===== src/crs_pkg.sv =====
// package of constants for the cpu reset sequencer
package crs_pkg;
   localparam int unsigned RST_MIN_CYCLES = 10;
   localparam logic [3:0] RST_CNT_W_MAX = 4'ha;
   localparam logic [23:0] VEC_ADDR_LO = 24'hffff00;
   localparam logic [23:0] VEC_ADDR_MID = 24'hffff01;
   localparam logic [23:0] VEC_ADDR_HI = 24'hffff02;
   localparam logic [31:0] SSP_RESET = 32'h00000100;
   localparam logic [2:0] IML_RESET = 3'h7;
   localparam logic WIDE_RESET = 1'h1;
   localparam logic [2:0] RBP_RESET = 3'h0;
   localparam logic [1:0] CLK_DIV_LAST = 2'h3;
   localparam logic [3:0] ADDR_START_DLY = 4'ha;
   localparam int unsigned IO_REG_W = 8;
   localparam logic [7:0] IO_REG_RESET = 8'h00;
   localparam int unsigned PORT_W = 8;

   typedef enum logic [2:0] {
      ST_HOLD = 3'h0,
      ST_VEC0 = 3'h1,
      ST_VEC1 = 3'h2,
      ST_VEC2 = 3'h3,
      ST_WAIT = 3'h4,
      ST_RUN = 3'h5
   } crs_state_t;
endpackage


===== src/crs_cpu_reset_sequencer.sv =====
// reset sequencing for the cpu core: vector fetch, status init, clock out, nmi edge
// Summary of operation
// - program counter loads bytewise from reset vector
// - system stack pointer set to 100h
// - interrupt mask level set to seven
// - wide-mode flag set to one
// - register bank pointer cleared to zero
// - fetch starts at loaded program counter
// - other cpu registers keep their value
// - internal io registers return to init
// - all ports revert to general-purpose mode
// - clock output held high in reset
// - clock output is oscillator divided four
// - nmi on falling or both edges
// - bus width strap sampled at release
// - address outputs start tenth cycle after release
module crs_cpu_reset_sequencer
   import crs_pkg::*;
(
   // clock and power-on reset
   input wire logic core_clk,
   input wire logic rst_n,
   // pins
   input wire logic reset_pin_n,
   input wire logic nmi_pin,
   input wire logic bus_width_strap,
   output logic clk_out,
   // vector fetch port
   output logic vec_rd,
   output logic [23:0] vec_addr,
   input wire logic [7:0] vec_data,
   // cpu control
   input wire logic nmi_both_edges,
   input wire logic sr_wr,
   input wire logic [2:0] sr_wr_iml,
   input wire logic [2:0] sr_wr_rbp,
   input wire logic sr_wr_wide,
   input wire logic ssp_wr,
   input wire logic [31:0] ssp_wr_data,
   input wire logic io_wr,
   input wire logic [7:0] io_wr_data,
   input wire logic port_mode_wr,
   input wire logic [7:0] port_mode_wr_data,
   input wire logic nmi_ack,
   // cpu state
   output logic cpu_run,
   output logic fetch_start,
   output logic addr_out_en,
   output logic [23:0] program_counter,
   output logic [31:0] system_stack_pointer,
   output logic [2:0] interrupt_mask_level,
   output logic [2:0] register_bank_pointer,
   output logic wide_mode,
   output logic [7:0] io_reg,
   output logic [7:0] port_periph_mode,
   output logic bus_8bit,
   output logic nmi_req,
   output logic sys_reset_active
);

   typedef struct packed {
      // pin synchronisers
      logic rs0;
      logic rs1;
      logic nm0;
      logic nm1;
      logic nm2;
      logic bw0;
      logic bw1;
      // reset width filter
      logic [3:0] low_cnt;
      logic accepted;
      // sequencing and clock out
      crs_state_t st;
      logic [1:0] div;
      logic clk_o;
      logic [3:0] dly;
      logic addr_en;
      logic fstart;
      // cpu state
      logic [23:0] pc;
      logic [31:0] ssp;
      logic [2:0] iml;
      logic [2:0] rbp;
      logic wide;
      logic [7:0] io;
      logic [7:0] pmode;
      // strap and nmi
      logic b8;
      logic nmi;
   } crs_regs_t;

   // power-on leaves the core in accepted reset until the pin is seen high
   localparam crs_regs_t Q_RESET = '{
      rs0: 1'b0,
      rs1: 1'b0,
      // nmi sync starts at the idle pin level, so release shows no false edge
      nm0: 1'b1,
      nm1: 1'b1,
      nm2: 1'b1,
      bw0: 1'b0,
      bw1: 1'b0,
      low_cnt: 4'h0,
      accepted: 1'b1,
      st: ST_HOLD,
      div: 2'h0,
      clk_o: 1'b1,
      dly: 4'h0,
      addr_en: 1'b0,
      fstart: 1'b0,
      pc: 24'h000000,
      ssp: SSP_RESET,
      iml: IML_RESET,
      rbp: RBP_RESET,
      wide: WIDE_RESET,
      io: IO_REG_RESET,
      pmode: 8'h00,
      b8: 1'b0,
      nmi: 1'b0
   };

   // the divided clock flips on every odd phase, giving core_clk / 4
   function automatic logic div_flip(logic [1:0] phase);
      return phase == CLK_DIV_LAST || phase == 2'h1;
   endfunction

   // both-edge mode lets a released line request as well
   function automatic logic nmi_edge(logic older, logic newer, logic both);
      logic fall;
      logic rise;
      fall = older && !newer;
      rise = !older && newer;
      return fall || (both && rise);
   endfunction

   // one byte lane of the program counter per vector read
   function automatic logic [23:0] vec_lane(logic [23:0] pc, logic [1:0] k, logic [7:0] b);
      logic [23:0] n;
      n = pc;
      n[{k, 3'h0} +: 8] = b;
      return n;
   endfunction

   // saturating count, so a long low period never wraps into a second accept
   function automatic logic [3:0] sat_inc(logic [3:0] v, logic [3:0] top);
      logic [3:0] n;
      n = v;
      if (v != top) begin
         n = v + 4'h1;
      end
      return n;
   endfunction

   crs_regs_t q;
   crs_regs_t d;

   always_comb begin
      d = q;
      d.fstart = 1'b0;
      d.rs0 = reset_pin_n;
      d.rs1 = q.rs0;
      d.nm0 = nmi_pin;
      d.nm1 = q.nm0;
      d.nm2 = q.nm1;
      d.bw0 = bus_width_strap;
      d.bw1 = q.bw0;
      // nmi edge detection, set wins over ack
      if (nmi_ack) begin
         d.nmi = 1'b0;
      end
      if (nmi_edge(q.nm2, q.nm1, nmi_both_edges)) begin
         d.nmi = 1'b1;
      end
      // count the synchronised low period; short glitches never accept
      if (!q.rs1) begin
         d.low_cnt = sat_inc(q.low_cnt, RST_CNT_W_MAX);
         if (q.low_cnt == RST_CNT_W_MAX - 4'h1) begin
            d.accepted = 1'b1;
         end
      end else begin
         d.low_cnt = 4'h0;
      end
      // divided clock out, held high while in reset
      d.div = q.div + 2'h1;
      if (div_flip(q.div)) begin
         d.clk_o = ~q.clk_o;
      end
      if (d.accepted) begin
         // reset state held for as long as the pin stays low
         d.st = ST_HOLD;
         d.div = 2'h0;
         d.clk_o = 1'b1;
         d.ssp = SSP_RESET;
         d.iml = IML_RESET;
         d.wide = WIDE_RESET;
         d.rbp = RBP_RESET;
         d.io = IO_REG_RESET;
         d.pmode = '0;
         d.addr_en = 1'b0;
         d.dly = 4'h0;
         d.nmi = 1'b0;
         // other cpu registers untouched here
         if (q.rs1) begin
            d.accepted = 1'b0;
            d.b8 = q.bw1;
            d.st = ST_VEC0;
         end
      end else begin
         case (q.st)
            // only reached from a broken state code; never lock up
            ST_HOLD: d.st = ST_RUN;
            ST_VEC0: begin
               d.pc = vec_lane(q.pc, 2'h0, vec_data);
               d.st = ST_VEC1;
            end
            ST_VEC1: begin
               d.pc = vec_lane(q.pc, 2'h1, vec_data);
               d.st = ST_VEC2;
            end
            ST_VEC2: begin
               d.pc = vec_lane(q.pc, 2'h2, vec_data);
               d.st = ST_WAIT;
            end
            ST_WAIT: begin
               d.dly = sat_inc(q.dly, ADDR_START_DLY);
               // release counted from the synchronised high, vector reads included
               if (q.dly == ADDR_START_DLY - 4'h4) begin
                  d.addr_en = 1'b1;
                  d.fstart = 1'b1;
                  d.st = ST_RUN;
               end
            end
            ST_RUN: begin
               // software writes; narrow mode unsupported so wide stays set
               if (sr_wr) begin
                  d.iml = sr_wr_iml;
                  d.rbp = sr_wr_rbp;
                  d.wide = sr_wr_wide | WIDE_RESET;
               end
               if (ssp_wr) begin
                  d.ssp = ssp_wr_data;
               end
               if (io_wr) begin
                  d.io = io_wr_data;
               end
               if (port_mode_wr) begin
                  d.pmode = port_mode_wr_data;
               end
            end
            default: d.st = ST_HOLD;
         endcase
      end
   end

   always_ff @(posedge core_clk or negedge rst_n) begin
      if (!rst_n) begin
         q <= Q_RESET;
      end else begin
         q <= d;
      end
   end

   // the vector port is zero-wait: each byte is taken on the edge ending its cycle
   always_comb begin
      vec_rd = 1'b0;
      vec_addr = VEC_ADDR_LO;
      case (q.st)
         ST_VEC0: begin
            vec_rd = !q.accepted;
            vec_addr = VEC_ADDR_LO;
         end
         ST_VEC1: begin
            vec_rd = !q.accepted;
            vec_addr = VEC_ADDR_MID;
         end
         ST_VEC2: begin
            vec_rd = !q.accepted;
            vec_addr = VEC_ADDR_HI;
         end
         default: vec_rd = 1'b0;
      endcase
   end

   // cpu_run and the read strobe also look at accepted, so a new reset stops them at once
   assign clk_out = q.clk_o;
   assign cpu_run = (q.st == ST_RUN) && !q.accepted;
   assign fetch_start = q.fstart;
   assign addr_out_en = q.addr_en;
   assign program_counter = q.pc;
   assign system_stack_pointer = q.ssp;
   assign interrupt_mask_level = q.iml;
   assign register_bank_pointer = q.rbp;
   assign wide_mode = q.wide;
   assign io_reg = q.io;
   assign port_periph_mode = q.pmode;
   assign bus_8bit = q.b8;
   assign nmi_req = q.nmi;
   assign sys_reset_active = q.accepted;

endmodule


===== config.mk =====
export PLATFORM = sky130hd
export DESIGN_NAME = crs_cpu_reset_sequencer
export DESIGN_NICKNAME = d
export VERILOG_FILES = /design/src/crs_pkg.sv /design/src/crs_cpu_reset_sequencer.sv
export SDC_FILE = /design/constraint.sdc
export NUM_CORES = 1
export LEC_CHECK = 0
export ABC_AREA = 1
export BUFFER_PORTS_ARGS = -buffer_cell sky130_fd_sc_hd__buf_2
export CORE_MARGIN = 1.5
export CORE_UTILIZATION = 41
export CTS_BUF_LIST = sky130_fd_sc_hd__clkbuf_4 sky130_fd_sc_hd__clkbuf_8
export CTS_CLUSTER_SIZE = 8
export DETAILED_ROUTE_END_ITERATION = 8
export PLACE_DENSITY = 0.71
export SLEW_MARGIN = 15
export SYNTH_ARGS = -nofsm -noshare
export SYNTH_HDL_FRONTEND = slang
export SYNTH_SLANG_ARGS = --single-unit

===== constraint.sdc =====
create_clock -name core_clk -period 1.7 [get_ports core_clk]
set_clock_uncertainty 0.15 [all_clocks]
set_input_delay 0.17 -clock core_clk [delete_from_list [all_inputs] [get_ports core_clk]]
set_output_delay 0.17 -clock core_clk [all_outputs]
set_load 0.005 [all_outputs]

-- Word level (Yosys, flattened, before mapping)
Cells that the tools add are included.
- input port bits: 74
- ROM bits: 0
- bits in writable memories: 0
- word-level logic and storage cells: 108
- output and inout bits: 111
- latch bits: 0
- memories kept: 0
- bits in registers: 105
- multipliers: 0
- bitwise gates (word level): 5
- reduce and logical (&&, ||, !) cells: 33
- magnitude comparators: 0
- shift operators: 0
- multiplexer cells: 28
- divide/modulo/power cells: 0
- eq/ne operators: 13
- add/sub/neg operators: 3
- operators with widths (operator ; count):
    $mux W55 ; 2
    $pmux W24 S3 ; 1
    $mux W32 ; 1
    $mux W25 ; 1
    $reduce_bool A2 Y1 ; 10
    $pmux W3 S6 ; 1
    $mux W4 ; 4
    $mux W8 ; 2
    $reduce_and A2 Y1 ; 8
    $reduce_and A4 Y1 ; 3
    $mux W3 ; 3
    $add A4 B1 Y4 const B ; 2
    $mux W1 ; 8
    $ne A4 B4 Y1 const B ; 2
    $mux W7 ; 1
    $eq A3 B2 Y1 const B ; 2
    $eq A3 B3 Y1 const B ; 2
    $mux W6 ; 1
    $mux W5 ; 1
    $not A1 Y1 ; 5
    $eq A4 B3 Y1 const B ; 1
    $eq A4 B4 Y1 const B ; 1
    $logic_and A1 B1 Y1 ; 4
    $pmux W2 S2 ; 1
    12 further kinds ; 15

-- Logic depth before layout (Yosys ltp)
- depth after elaboration: 6
- depth in mapped cells: 10
- mapped depth without buffers: 10

-- Least setup slack after synthesis
OpenSTA, ideal clock, no wires.
- path kind: reg-to-reg
- from: reg q[95] in the netlist's numbering
- to: reg q, in the netlist io_reg[0]
- path buffers: 2
- period minus slack after synthesis: 1.629 ns
- path slack: 0.071 ns
- library setup time: 0.124 ns
- arrival time: 1.356 ns
- stages on the path, launching flop included: 10
- required time: 1.426 ns
- cells stage by stage: dfrtp_1 > inv_1 > ha_1 > inv_1 > nor2_1 > nand2_2 > nand2_4 > buf_4 > buf_2 > a21oi_1
- word-level cells in the longest chain between the ends: 5
- elaborated cells between the ends (all ways): 7
- those cells by class: 1 x eq/ne; 3 x mux; 3 x reduce/logical
- RTL lines (element ; line ; source):
    start, declared ; crs_cpu_reset_sequencer.sv:154 ; crs_regs_t q;
    start signal, assigned ; crs_cpu_reset_sequencer.sv:257 ; q <= Q_RESET;
    start signal, assigned ; crs_cpu_reset_sequencer.sv:259 ; q <= d;
    $eq A4 B4 Y1 * ; crs_cpu_reset_sequencer.sv:177 ; if (q.low_cnt == RST_CNT_W_MAX - 4'h1) begin
    $mux W1 * ; crs_cpu_reset_sequencer.sv:177 ;
    $mux W1 * ; crs_cpu_reset_sequencer.sv:175 ; if (!q.rs1) begin
    $reduce_bool A2 Y1 (no line) ; -- ;
    $reduce_and A2 Y1 (no line) ; -- ;
Every way passes the cells marked *; elsewhere a longest branch is shown, timed or not.
A chain may end at the register's enable or synchronous reset.

-- Worst setup path after layout
- from: reg q[95] in the netlist's numbering
- to: reg q, in the netlist system_stack_pointer[10]
The elaborated chain is that of the path after synthesis.

==> results_dict.tcl <==
set metrics [dict create \
    cts_tree "built" \
    synth_ff_type "dfrtp_1" \
    yosysTopAreaCellShare 0.476 \
    htreeDepth 3 \
    die_w_microns 113 \
    gp_congestion 0.799 \
    ys_seq_elements 104 \
    vdd_drop_max_mv 0.676 \
    min_period_ns 1.71 \
    p_total_w 0.00983 \
    wl_per_cell_microns 14.0 \
    final_nets 848 \
    slew_viol_final 0 \
    startpoint "q[95]" \
    die_area_sq_um 12800 \
    cp.required_ns 1.85 \
    synth_cell_types 28 \
    io_pins 185 \
    largest_reg_flops 32 \
    crit_type "flip-flop to flip-flop" \
    reg2reg_to "system_stack_pointer[10]" \
    ys_async_sr_fraction 1.00 \
    fillers 1041 \
    r2r.worst_path.cells 11 \
    regArea_sq_um 2610 \
    synth_edf_count 0 \
    path_clk_slew_ns 0.10 \
    cts_inserted_buffers 9 \
    grt_pass1_wl_microns 20500 \
    root_buffer "clkbuf_8" \
    row_count 40 \
    drive_above_1_share 0.338 \
    first_pass_iters 4 \
    syn_avg_cell_area_sq_um 8.68 \
    hpwl_microns 8300 \
    coreArea_sq_um 12000 \
    cts.sinks 104 \
    diodes 0 \
    synthesis.area_sq_um 4990 \
    hold_viol 0 \
    antenna_found_initial 0 \
    via_per_inst 4.63 \
    layout_commonest_cell "nand2_1" \
    clockBufferDepth 2 \
    status "finished with violations" \
    leakagePower_nw 3.67 \
    setup.worst_path.end_class "flip-flop" \
    maxCapViolations 0 \
    area_delta_synth_final_pct 35.2 \
    num_vias 4258 \
    hold_class "primary input to flip-flop" \
    grt_max_degree 34 \
    grt_pass1_vias 4230 \
    drc 0 \
    r2r_start "q[95]" \
    synthCells 575 \
    utilization 0.564 \
    ys_seq_area_frac 0.524 \
    power_density_nw_per_um2 1460 \
    grt_use_total 0.203 \
    die_h_microns 113 \
    clk_latency_ns 0.37 \
    start_kind "flip-flop" \
    multiInputGateArea_sq_um 1650 \
    failed_checks "setup timing" \
    rrSetupSlack_ns -0.01 \
    max_freq_mhz 584 \
    crit_fanout 16 \
    synth_top_area_cell "dfrtp_1" \
    pre_cts_ws_ns -0.441 \
    place_inst 818 \
    io_buffers 160 \
    arrival_ns 1.87 \
    drt_wl_total_microns 12800 \
    crit_end "system_stack_pointer[10]" \
    overflow 0 \
    start_util 0.417 \
    ant_nets 0 \
    fin_cells 919 \
    final_cell_mix "223 x nand2_1, 157 x buf_2, 95 x dfrtp_1" \
    setup_slack_ns -0.0124 \
    yosys_warnings 0 \
    setup_viol_count_final 1 \
    fin_crit_sh 1.01 \
    grt_setup_unrepaired "yes" \
    synth_top_cells_by_area "dfrtp_1 48%, nand2_1 17%, buf_4 15%" \
    drtIter0Drc 260 \
]
## cells by family (layout without fill, tap and decap cells)
kind of cell             count (synthesis)  count (layout)  synth area share
buffers and inverters                  138             313             0.183
other                                    2              23           0.00150
adder cells (fa/ha/maj)                  7               7            0.0175
XOR/XNOR                                 3               3           0.00527
AND/OR/NAND/NOR                        289             290             0.235
AO/OA/AOI/OAI                           32              32            0.0341
flip-flops                             104             104             0.524
## routing by layer
layer	track usage	vias to the layer above	wire length [microns]
li1	-	2042	-
met1	0.245	2023	5430
met2	0.356	169	6480
met3	0.0541	24	669
met4	0.0658	0	263
met5	0	-	0
## cell type report
type / instances / share of cell area
Multi-Input combinational cell: 355 / 0.244
Clock buffer: 11 / 0.0215
Timing Repair Buffer: 271 / 0.296
Tap cell: 147 / 0.0273
Clock inverter: 5 / 0.00835
Sequential cell: 104 / 0.387
Inverter: 26 / 0.0152
## through the flow
stage | area (sq um) | setup TNS [ns] | hold slack, ns
floorplan | 5070 | 0 | -0.276
global placement | 5480 | -15.01 | 0.00622
detailed placement | 5480 | -16.79 | 0.0147
CTS | 6610 | -0.376 | 0.0000234
global route | 6750 | -2.86 | 0.0121
finish | 6750 | -0.0124 | 0.0169
## synthesized netlist by cell type (all sizes together), types with 2 or more instances
cell and instances:
a21oi 15, buf 112, conb 2, dfrtp 95, dfstp 9, ha 7
inv 26, nand2 231, nand3 24, nor2 28, nor3 4, o21ai 13
xor2 3
## worst max-delay path, cell delays in order, from the launching register on
cell	delay (ns)
dfrtp_1	0.36
inv_1	0.05
ha_2	0.18
inv_2	0.05
nor2_2	0.03
nand2_2	0.09
nand2_4	0.09
buf_12	0.16
nor2_4	0.16
buf_12	0.17
nand2_1	0.07
nand2_1	0.07
## where the power goes
part | leakage, nW | switching [W] | internal, W
clock | 0.103 | 0.000837 | 0.000736
sequential | 1.26 | 0.000587 | 0.00354
combinational | 2.31 | 0.00219 | 0.00194
total | 3.67 | 0.00362 | 0.00621
## how the worst min path moves through the flow
stage / start / endpoint / slack (ns) / depth (start not counted)
floorplan: rst_n / addr_out_en / -0.28 / 0
global placement: rst_n / system_stack_pointer[5] / 0.006 / 1
detailed placement: rst_n / system_stack_pointer[5] / 0.01 / 1
CTS: sr_wr / register_bank_pointer[0] / 0.00002 / 5
global route: sr_wr / register_bank_pointer[0] / 0.01 / 5
finish: sr_wr / register_bank_pointer[2] / 0.02 / 5
## repair_timing
action,CTS,global route
cloned,3,0
endpoints found under the setup margin,74,81
pin swaps,17,10
buffers inserted,5,7
hold buffers,70,0
hold endpoints to repair,173,0
resized for setup,22,21
Note: power is estimated with default switching activity, not from simulation.
